File: config.mk
export PLATFORM = sky130hd
export DESIGN_NAME = sys_clock_switch
export DESIGN_NICKNAME = d
export VERILOG_FILES = /design/src/rtl/sys_clock_switch.v
export VERILOG_INCLUDE_DIRS = /design/src /design/src/rtl
export SDC_FILE = /design/constraint.sdc
export NUM_CORES = 1
export LEC_CHECK = 0
export BUFFER_PORTS_ARGS = -buffer_cell sky130_fd_sc_hd__buf_2
export CAP_MARGIN = 5
export CORE_ASPECT_RATIO = 1.1
export CORE_MARGIN = 10
export CORE_UTILIZATION = 45
export CTS_CLUSTER_SIZE = 30
export DETAILED_ROUTE_END_ITERATION = 7
export GPL_ROUTABILITY_DRIVEN = 1
export GPL_TIMING_DRIVEN = 0
export SETUP_SLACK_MARGIN = 0.15
export SYNTH_ARGS = -nofsm -noshare
export SYNTH_HDL_FRONTEND = slang
export SYNTH_SLANG_ARGS = --single-unit
File: constraint.sdc
create_clock -name MCLK -period 3.21 [get_ports MCLK]
set_input_delay 0.4815 -clock MCLK [delete_from_list [all_inputs] [get_ports MCLK]]
set_output_delay 0.4815 -clock MCLK [all_outputs]
set_load 0.005 [all_outputs]
File: src/rtl/sys_clock_switch_regs.vh
// Purpose: Register map, field positions and timing figures of the clock switch.
// Assumes: One 8-bit register per address on the plain register port.
// Notes: Definitions only.
`ifndef SYS_CLOCK_SWITCH_REGS_VH
`define SYS_CLOCK_SWITCH_REGS_VH

// ----------------------------------------
// Register offsets
// ----------------------------------------
`define OSC_CTL_ADDR 8'h00
`define SEC_TMR_CTL_ADDR 8'h01
`define DEV_CFG_ADDR 8'h02
`define CLK_STATUS_ADDR 8'h03

// ----------------------------------------
// Field positions and reset values
// ----------------------------------------
`define CLK_SEL_BIT 0
`define SEC_OSC_EN_BIT 0
`define CFG_MODE_LSB 0
`define CFG_MODE_MSB 2
`define CFG_SWITCH_FUSE_BIT 3
`define CFG_POWER_UP_TIMER_EN_BIT 4
`define DEV_CFG_RESET 8'h0A
`define SEC_TMR_CTL_RESET 8'h00

// ----------------------------------------
// Main oscillator modes
// ----------------------------------------
`define MODE_LP 3'h0
`define MODE_XT 3'h1
`define MODE_HS 3'h2
`define MODE_HSPLL 3'h3
`define MODE_RC 3'h4
`define MODE_RESISTOR_CAPACITOR_IO_MODE 3'h5
`define MODE_EC 3'h6
`define MODE_EXTERNAL_CLOCK_IO_PIN_MODE 3'h7

// ----------------------------------------
// Timing figures
// ----------------------------------------
`define MCLK_MHZ 40
`define SYNC_EDGES 8
`define OST_EDGES 1024
`define POWER_UP_TIMER_TIME_US 72000
`define PLL_TIME_US 2000

`endif

File: src/rtl/sys_clock_switch.v
// Purpose: Glitch-free system clock source switch with start-up and sleep control.
// Assumes: Both oscillators are slower than MCLK; the core events share MCLK.
// Notes: RST acts as the power-on reset.
//
// Design decisions made here: the register offsets and the address-and-strobe port.
`include "sys_clock_switch_regs.vh"

module sys_clock_switch #(
	parameter POWER_UP_TIMER_CYCLES = `POWER_UP_TIMER_TIME_US * `MCLK_MHZ,
	parameter PLL_CYCLES = `PLL_TIME_US * `MCLK_MHZ,
	parameter OST_EDGES = `OST_EDGES,
	parameter SYNC_EDGES = `SYNC_EDGES
) (
	// Clock and power-on reset.
	input wire MCLK,
	input wire RST,
	// Register port.
	input wire [7:0] REG_ADDR,
	input wire [7:0] REG_WDATA,
	input wire REG_WR,
	input wire REG_RD,
	output reg [7:0] REG_RDATA,
	// Oscillator inputs, asynchronous to MCLK.
	input wire MAIN_OSC_IN,
	input wire SEC_OSC_IN,
	// Core events, synchronous to MCLK.
	input wire SLEEP_CMD,
	input wire WAKE_INT,
	input wire EXT_RST,
	input wire WDT_RST,
	input wire BROWNOUT_RST,
	// Clock and core control.
	output reg SYS_CLK_OUT,
	output reg CORE_FREEZE,
	output reg CORE_RESET_HOLD,
	output reg [1:0] QUARTER_PHASE,
	// Oscillator pins.
	output reg MAIN_OSC_RUN,
	output reg FEEDBACK_EN,
	output reg OSC_OUT_O,
	output reg OSC_OUT_OE,
	output reg PORT_A6_SEL
);

	// ----------------------------------------
	// States
	// ----------------------------------------
	localparam ST_POWER_UP_TIMER = 7'b0000001;
	localparam ST_OST = 7'b0000010;
	localparam ST_PLL = 7'b0000100;
	localparam ST_RUN = 7'b0001000;
	localparam ST_WAITQ1 = 7'b0010000;
	localparam ST_SYNC = 7'b0100000;
	localparam ST_SLEEP = 7'b1000000;

	// Crystal modes need the start-up timer.
	function is_crystal;
		input [2:0] m;
		begin
			is_crystal = (m == `MODE_LP) || (m == `MODE_XT) ||
				(m == `MODE_HS) || (m == `MODE_HSPLL);
		end
	endfunction

	reg main_s1_ff, main_s2_ff, main_s3_ff;
	reg sec_s1_ff, sec_s2_ff, sec_s3_ff;
	reg sel_ff, src_ff, tgt_ff, sw_ff, boot_ff, sleep_pend_ff;
	reg [7:0] sec_ctl_ff;
	reg [7:0] cfg_ff;
	reg [6:0] state_ff;
	reg [6:0] nxt_state;
	reg [31:0] cnt_ff;
	reg [1:0] q_ff;
	wire main_rise;
	wire sec_rise;
	wire sel_rise;
	wire tgt_rise;
	wire [2:0] mode;
	wire switch_ok;
	wire any_rst;
	wire sleeping;

	// ----------------------------------------
	// Oscillator synchronisers
	// ----------------------------------------
	// Two stages before any logic; the third only feeds edge detection.
	always @(posedge MCLK)
	begin
		main_s1_ff <= MAIN_OSC_IN;
		main_s2_ff <= main_s1_ff;
		main_s3_ff <= main_s2_ff;
		sec_s1_ff <= SEC_OSC_IN;
		sec_s2_ff <= sec_s1_ff;
		sec_s3_ff <= sec_s2_ff;
	end

	// Rising edges of each source and of the active and target ones.
	assign main_rise = main_s2_ff & ~main_s3_ff;
	assign sec_rise = sec_s2_ff & ~sec_s3_ff;
	assign sel_rise = src_ff ? sec_rise : main_rise;
	assign tgt_rise = tgt_ff ? sec_rise : main_rise;
	assign mode = cfg_ff[`CFG_MODE_MSB:`CFG_MODE_LSB];
	// Fuse programmed to zero and secondary oscillator enabled.
	assign switch_ok = ~cfg_ff[`CFG_SWITCH_FUSE_BIT] & sec_ctl_ff[`SEC_OSC_EN_BIT];
	assign any_rst = EXT_RST | WDT_RST | BROWNOUT_RST;
	assign sleeping = (state_ff == ST_SLEEP);

	// ----------------------------------------
	// Register writes
	// ----------------------------------------
	// The select bit is forced clear whenever switching is not allowed, so a
	// later fuse or enable change cannot leave a stale request behind.
	always @(posedge MCLK)
	begin
		if (RST)
		begin
			sel_ff <= 1'b0;
			sec_ctl_ff <= `SEC_TMR_CTL_RESET;
			cfg_ff <= `DEV_CFG_RESET;
		end
		else
		begin
			if (REG_WR && REG_ADDR == `SEC_TMR_CTL_ADDR)
				sec_ctl_ff <= REG_WDATA;
			if (REG_WR && REG_ADDR == `DEV_CFG_ADDR)
				cfg_ff <= REG_WDATA;
			if (any_rst || !switch_ok)
				sel_ff <= 1'b0;
			else if (REG_WR && REG_ADDR == `OSC_CTL_ADDR)
				sel_ff <= REG_WDATA[`CLK_SEL_BIT];
		end
	end

	// ----------------------------------------
	// Register reads
	// ----------------------------------------
	// Data stand for one cycle after the strobe; unmapped addresses read zero.
	always @(posedge MCLK)
	begin
		if (RST || !REG_RD)
			REG_RDATA <= 8'h00;
		else
		begin
			case (REG_ADDR)
				`OSC_CTL_ADDR: REG_RDATA <= {7'h00, sel_ff};
				`SEC_TMR_CTL_ADDR: REG_RDATA <= sec_ctl_ff;
				`DEV_CFG_ADDR: REG_RDATA <= cfg_ff;
				`CLK_STATUS_ADDR: REG_RDATA <= {1'b0, sleeping, boot_ff, sw_ff,
					q_ff, tgt_ff, src_ff};
				default: REG_RDATA <= 8'h00;
			endcase
		end
	end

	// ----------------------------------------
	// Sequencer next state
	// ----------------------------------------
	always @*
	begin
		nxt_state = state_ff;
		case (state_ff)
			ST_POWER_UP_TIMER:
				if (cnt_ff >= POWER_UP_TIMER_CYCLES)
					nxt_state = is_crystal(mode) ? ST_OST : ST_RUN;
			ST_OST:
				if (cnt_ff >= OST_EDGES)
				begin
					if (mode == `MODE_HSPLL)
						nxt_state = ST_PLL;
					else
						nxt_state = sw_ff ? ST_SYNC : ST_RUN;
				end
			ST_PLL:
				if (cnt_ff >= PLL_CYCLES)
					nxt_state = sw_ff ? ST_SYNC : ST_RUN;
			ST_RUN:
				if (sel_ff != src_ff || sleep_pend_ff)
					nxt_state = ST_WAITQ1;
			ST_WAITQ1:
				if (q_ff == 2'b00)
				begin
					// The target is only latched on leaving this state, so the
					// select itself decides whether the start-up timer must run.
					if (sleep_pend_ff && sel_ff == src_ff)
						nxt_state = ST_SLEEP;
					else if (!sel_ff && is_crystal(mode))
						nxt_state = ST_OST;
					else
						nxt_state = ST_SYNC;
				end
			ST_SYNC:
				// Hand over only when both sources are low, so no runt appears.
				if (cnt_ff >= SYNC_EDGES && !main_s2_ff && !sec_s2_ff)
					nxt_state = ST_RUN;
			ST_SLEEP:
				if (WAKE_INT)
					nxt_state = is_crystal(mode) ? ST_OST : ST_RUN;
			default:
				nxt_state = ST_POWER_UP_TIMER;
		endcase
	end

	// ----------------------------------------
	// Sequencer registers
	// ----------------------------------------
	// Resets override everything; an external or watchdog reset also wakes
	// the part and, in crystal modes, goes through the start-up timer only from sleep.
	always @(posedge MCLK)
	begin
		if (RST)
		begin
			state_ff <= ST_POWER_UP_TIMER;
			cnt_ff <= 32'h00000000;
			src_ff <= 1'b0;
			tgt_ff <= 1'b0;
			sw_ff <= 1'b0;
			boot_ff <= 1'b1;
			sleep_pend_ff <= 1'b0;
			q_ff <= 2'b00;
		end
		else if (any_rst)
		begin
			cnt_ff <= 32'h00000000;
			tgt_ff <= 1'b0;
			sw_ff <= src_ff;
			boot_ff <= 1'b1;
			sleep_pend_ff <= 1'b0;
			q_ff <= 2'b00;
			if (BROWNOUT_RST && cfg_ff[`CFG_POWER_UP_TIMER_EN_BIT])
				state_ff <= ST_POWER_UP_TIMER;
			else if (is_crystal(mode) && (sleeping || BROWNOUT_RST))
				state_ff <= ST_OST;
			else if (src_ff)
				state_ff <= ST_SYNC;
			else
				state_ff <= ST_RUN;
		end
		else
		begin
			state_ff <= nxt_state;
			// Timers restart on every state change.
			if (nxt_state != state_ff)
				cnt_ff <= 32'h00000000;
			else if (state_ff == ST_POWER_UP_TIMER || state_ff == ST_PLL)
				cnt_ff <= cnt_ff + 32'h00000001;
			else if (state_ff == ST_OST && main_rise)
				cnt_ff <= cnt_ff + 32'h00000001;
			else if (state_ff == ST_SYNC && tgt_rise && cnt_ff < SYNC_EDGES)
				cnt_ff <= cnt_ff + 32'h00000001;
			// Sleep request is remembered until the sleep state is entered, after any pending switch.
			if (SLEEP_CMD && state_ff == ST_RUN)
				sleep_pend_ff <= 1'b1;
			else if (nxt_state == ST_SLEEP)
				sleep_pend_ff <= 1'b0;
			// Freeze point: capture the target of the switch.
			if (state_ff == ST_WAITQ1 && nxt_state != ST_WAITQ1 &&
				nxt_state != ST_SLEEP)
			begin
				tgt_ff <= sel_ff;
				sw_ff <= 1'b1;
			end
			// Mux moves only at the end of synchronisation.
			if (state_ff == ST_SYNC && nxt_state == ST_RUN)
				src_ff <= tgt_ff;
			if (nxt_state == ST_RUN)
			begin
				sw_ff <= 1'b0;
				boot_ff <= 1'b0;
			end
			// Quarter phases advance on the active source only while running.
			if ((state_ff == ST_RUN || state_ff == ST_WAITQ1) && sel_rise &&
				nxt_state == state_ff)
				q_ff <= q_ff + 2'b01;
		end
	end

	// ----------------------------------------
	// Clock and core outputs
	// ----------------------------------------
	// The output clock follows the active source only while running, so a
	// freeze or sleep holds it low with no partial pulse.
	always @(posedge MCLK)
	begin
		if (RST)
		begin
			SYS_CLK_OUT <= 1'b0;
			CORE_FREEZE <= 1'b1;
			CORE_RESET_HOLD <= 1'b1;
			QUARTER_PHASE <= 2'b00;
		end
		else
		begin
			if (state_ff == ST_RUN || state_ff == ST_WAITQ1)
				SYS_CLK_OUT <= src_ff ? sec_s2_ff : main_s2_ff;
			else
				SYS_CLK_OUT <= 1'b0;
			CORE_FREEZE <= (state_ff != ST_RUN && state_ff != ST_WAITQ1);
			CORE_RESET_HOLD <= boot_ff && (state_ff != ST_RUN);
			QUARTER_PHASE <= q_ff;
		end
	end

	// ----------------------------------------
	// Oscillator pin control
	// ----------------------------------------
	// In RC and EC modes the second pin carries the instruction clock, which
	// is the top quarter bit; the I/O variants hand the pin to the port.
	always @(posedge MCLK)
	begin
		if (RST)
		begin
			MAIN_OSC_RUN <= 1'b1;
			FEEDBACK_EN <= 1'b0;
			OSC_OUT_O <= 1'b0;
			OSC_OUT_OE <= 1'b0;
			PORT_A6_SEL <= 1'b0;
		end
		else
		begin
			MAIN_OSC_RUN <= ~sleeping;
			FEEDBACK_EN <= is_crystal(mode) & ~sleeping;
			PORT_A6_SEL <= (mode == `MODE_RESISTOR_CAPACITOR_IO_MODE) || (mode == `MODE_EXTERNAL_CLOCK_IO_PIN_MODE);
			OSC_OUT_OE <= (mode == `MODE_RC) || (mode == `MODE_EC);
			OSC_OUT_O <= ~sleeping & q_ff[1];
		end
	end

endmodule // sys_clock_switch

# == Word level (Yosys, flattened, before mapping) ==
# Index checks and enable logic that the tools add are counted.
# totals
ff_bits,87
ramBits,0
out_inout_bits,18
latchBits,0
wordCells,150
mem_count,0
rom_bits,0
# op_classes
n_reduce_logical,47
magnitude_cmp,5
n_div,0
bitwise_logic,13
n_mux,29
n_eq_ne,27
shift,0
n_mul,0
add_sub_neg,2
# op_table
op,count
$mux W32,3
$mux W7,9
$pmux W7 S7,1
$mux W6,6
$add A32 B1 Y32 const B,1
$ge A32 B11 Y1 const B,1
$ge A32 B17 Y1 const B,1
$ge A32 B22 Y1 const B,1
$ge A32 B4 Y1 const B,1
$lt A32 B4 Y1 const B,1
$pmux W8 S4,1
$logic_and A1 B1 Y1,20
$eq A8 B2 Y1 const B,2
$eq A7 B4 Y1 const B,2
$eq A7 B7 Y1 const B,2
$ne A7 B5 Y1 const B,2
$eq A3 B3 Y1 const B,4
$logic_or A1 B1 Y1,11
$eq A8 B1 Y1 const B,1
$logic_not A8 Y1,1
$mux W1,8
$eq A7 B1 Y1 const B,1
$eq A7 B2 Y1 const B,1
$eq A7 B3 Y1 const B,1
23 further kinds,41

# == Longest topological paths before layout ==
# logic_depth
word_depth,15
depth_mapped,9

# == Least setup slack after synthesis ==
# No wires, ideal clock.
# synth_timing
path_type,reg-to-reg
startpoint,register state_ff[3]
endpoint,register cnt_ff[3]
stages_incl_launch_ff,9
t_required_ns,3.140
setup_time_ns,0.070
arrival_ns,1.803
slack_ns,1.337
period_less_slack_ns,1.873
cell_sequence,dfxtp_1 > buf_6 > nor4_4 > nand2_1 > nor4_2 > nor3_1 > a31o_2 > buf_6 > a21oi_1
# synth_via
elab_chain_cells,4
elab_cells_between_ends,24
# synth_lines
item,line_no,source
from (decl),sys_clock_switch.v:70,reg [6:0] state_ff;
from (signal assigned),sys_clock_switch.v:240,state_ff <= nxt_state;
$eq A7 B7 Y1 (tied with other cells),n/a,
$pmux W7 S7 (tied with other cells),sys_clock_switch.v:161,case (state_ff)
$ne A7 B7 Y1 (tied with other cells),sys_clock_switch.v:242,if (nxt_state != state_ff)
$reduce_or A3 Y1 (no source line) (tied with other cells),n/a,
to (signal assigned),sys_clock_switch.v:245,cnt_ff <= cnt_ff + 32'h00000001;
to (signal assigned),sys_clock_switch.v:247,cnt_ff <= cnt_ff + 32'h00000001;
to (signal assigned),sys_clock_switch.v:249,cnt_ff <= cnt_ff + 32'h00000001;
to (decl),sys_clock_switch.v:72,reg [31:0] cnt_ff;
# Several ways; a longest one is shown, not always the timed one.
# A chain may end at the register's enable or synchronous reset.

# == Worst setup path after layout ==
# layout_timing
startpoint,register state_ff[0]
endpoint,register cnt_ff[21]
# Same word-level chain as after synthesis.

==> results.txt <==
----------------------------------------------------
[Final layout]
  Area of combinational cells with multiple inputs ... 0.00214 mm2
  Sequential cell area in the final layout ... 0.00174 mm2
  Growth of design area from synthesis to finish ... 14.2%
  Core utilization of the finished layout ... 52.4%
  Inserted Diodes ... 0
  Fraction of final layout cells with drive strength greater than 1 ... 19.0%
  Fillcell total ... 885
  Number of nets at the end of the flow ... 536

[CTS]
  Clock insertion delay at the later pin of the skew report ... 370 ps
  Post-CTS sizing ... 0
  Clock root buffer master ... clkbuf_8
  Post-CTS setup-driven buffer insertion count ... 0
  Maximum level of the CTS H-tree ... 3
  Clock transition at path regs ... 90 ps
  CTS Sinks ... 87
  Maximum count of clock buffers along a single path ... 2
  Count of hold-fix buffers inserted at cts ... 0
  TritonCTS buffer count ... 9
  Clock tree from TritonCTS ... built

[STA]
  Setup tns final ... 0 ps
  Max-slew violation total from the final report ... 0
  Unrepaired setup endpoints after global routing ... no
  Highest clock rate ... 435 MHz
  Post-route clock skew ... 15.9 ps
  Post-layout minimum cycle time ... 2300 ps
  Rel. slew slack ... 55.1%
  Fraction of the cycle the final worst path needs ... 71.6%
  Slew of the pin with the lowest slew margin ... 668 ps
  Fin. Hold Viols ... 0
  Total setup violations reported at the end of the flow ... 0

[Floorplan]
  Starting density of the core ... 45.9%
  Row count ... 36
  Total die area ... 0.0132 mm2
  Width of the chip ... 110 um
  I/O pins ... 45
  Y dimension of the die ... 120 um
  Core footprint ... 0.00883 mm2

[Power]
  Maximum vdd ir drop ... 0.000232 V
  Power per unit of standard cell area ... 434 mW/mm2
  Pleak ... 1.82 nW
  Total power draw ... 2.01 mW

[Place]
  Number of input and output port buffers inserted ... 44
  Routability congestion estimate ... 0.871
  HPWL after detailed placement ... 7460 um

[Critical path]
  Cell family with the largest share of critical-path delay ... simple AND/OR/NAND/NOR gates
  Cell mode on critical path ... nor3_1
  Worst setup SP type ... register
  Required arrival time at the worst endpoint ... 3500 ps
  Data arrival, critical path ... 2590 ps
  Crit-path max FO ... 10
  Max stage delay on crit path ... 360 ps
  Endpoint type of the worst setup path ... register
  WS Path Type ... register to register
  Critical-path cell with the highest stage delay ... dfxtp_1
  Worst-path cell chain ... nor3_1 -> clkbuf_1 -> nand3_1 -> o21ai_0 -> nor3_1 -> a31o_2 -> buf_6 -> nor2_1
  Worst path bufs/invs ... 2

[Flow run]
  Max_cap viols ... 0

[Logic synthesis]
  Count of flip-flops with a built-in enable after synthesis ... 0
  Mean Syn Cell Area ... 8.98 um2
  Number of warnings issued by yosys ... 0
  Count of cell types in the netlist ... 65
  Sequential area share after synthesis ... 43.0%
  Library cell occupying the most area in the post-synthesis netlist ... dfxtp_1
  Largest cells by area after synthesis ... dfxtp_1 43%, nor2_1 6.8%, xor2_1 4.5%
  Post-synthesis sequential element count ... 87
  Share of synthesized flip-flops with an asynchronous set or reset ... 0%
  Dominant synthesized flop cell ... dfxtp_1
  Number of instances in the synthesized netlist ... 451
  Post-Syn Nets ... 481
  Cell area after synthesis ... 0.00405 mm2
  Area fraction of the dominant cell type after synthesis ... 43.0%

[Min path]
  Tightest Hold Check Type ... primary input to register

[Global routing]
  Pin count of the biggest net entering global routing ... 18
  Final global-route overflow total ... 0
  First-pass GRT wire length ... 16400 um
  Via count of the first global-routing pass ... 3334
  Total global routing track utilization ... 14.8%
  Initial antenna violation count ... 0

[Route]
  Count of nets left with antenna violations after detail routing ... 0
  Ratio of routed vias to standard cells ... 5.47
  Wirelength per Cell ... 15.8 um
  Iteration-0 DRC Markers ... 186
  Number of vias in the routed layout ... 3418
  Routed wire length ... 9880 um
  DRC ... 0
  First-pass iteration count of the detailed router ... 4

[Run status]
  Result of the run ... finished, final reports clean

----------------------------------------------------
cells in the mapped netlist (4+ instances only):
cell and number:
inv_1 14, a21oi_1 15, xnor2_1 5, a22oi_1 8
and4_1 5, nor4_1 6, buf_2 5, nand4_1 9
o21ai_0 13, or3_1 5, mux2_2 7, buf_6 4
and3_1 9, mux2i_1 17, nor3_1 16, nand2b_1 4
nand3_1 19, nor3b_1 8, nand2_1 21, nor2b_1 4
xor2_1 21, nor2_1 73, clkbuf_1 12, dfxtp_1 87
cells in the final DEF, fill, tap and decap left out, drive strengths merged, types with 2 or more instances in the layout:
cell type  synthesis  final
a211o              3      3
a21o               3      3
a21oi             15     15
a22o               2      2
a22oi              9      9
a31o               3      3
a31oi              3      3
and2               3      3
and3              10     10
and4               6      6
buf               10     54
clkbuf            12     21
clkinvlp           0      2
dfxtp             87     87
ha                 3      3
inv               14     18
mux2               7      7
mux2i             17     17
nand2             22     22
nand2b             4      4
nand3             20     20
nand4              9      9
nand4b             2      2
nor2              76     76
nor2b              4      4
nor3              16     16
nor3b              8      8
nor4              12     12
nor4b              3      3
o211ai             2      2
o21ai             13     13
or3                5      5
xnor2              5      5
xor2              21     21
registers in the layout (all words and copies together) (netlist names), 2 cells and up:
name and count:
cnt_ff 32, REG_RDATA 8, cfg_ff 8, sec_ctl_ff 8
state_ff 7, QUARTER_PHASE 2, q_ff 2
power by group:
part	internal (mW)	switching, mW	leakage [nW]
Combinational	0.0419	0.0579	1.02
Sequential	1.09	0.00602	0.704
Clock	0.379	0.435	0.102
Total	1.51	0.499	1.82
cells by family after synthesis:
| family | synth area share (%) |
|---|---|
| adders and majority gates | 0.927 |
| xor gates and xnor gates | 5.62 |
| muxes | 6.70 |
| AOI/OAI and AO/OA | 11.6 |
| buffers and inverters | 4.23 |
| and+or+nand+nor | 27.9 |
| DFF | 43.0 |
cell type report:
cell class	count	area share (%)
flip-flops and latches	87	37.7
repair buffers	44	4.76
clock inverters	7	1.89
well taps	114	3.08
plain buffers	22	2.57
inverters	14	1.14
clock buffers	9	2.68
multi-input cells	328	46.2
final timing paths:
| check | from | to | slack [ps] | depth (start not counted) |
|---|---|---|---|---|
| max | state_ff[0] | cnt_ff[21] | 910 | 8 |
| min | MAIN_OSC_IN | main_s1_ff | 220 | 1 |
| min reg2reg | main_s1_ff | main_s2_ff | 330 | 0 |
| max reg2reg | state_ff[0] | cnt_ff[21] | 910 | 8 |
stage by stage:
| step | hold slack, ps | instances | setup slack (ps) | cell area [um2] |
|---|---|---|---|---|
| floorplan | 310 | 451 | 1340 | 4050 |
| CTS | 210 | 625 | 905 | 4620 |
| detailed placement | 316 | 609 | 920 | 4410 |
| global placement | 313 | 609 | 925 | 4410 |
| global route | 205 | 625 | 686 | 4620 |
| finish | 223 | 625 | 913 | 4620 |
layer usage:
metal | track usage, % | vias up | share of wire (%)
met2 | 25.9 | 83 | 49
met5 | 0 | - | 0
met3 | 2.94 | 15 | 4.4
met4 | 5.78 | 0 | 1.9
li1 | - | 1724 | -
met1 | 17.3 | 1596 | 44
Note: power is estimated with default switching activity, not from simulation.
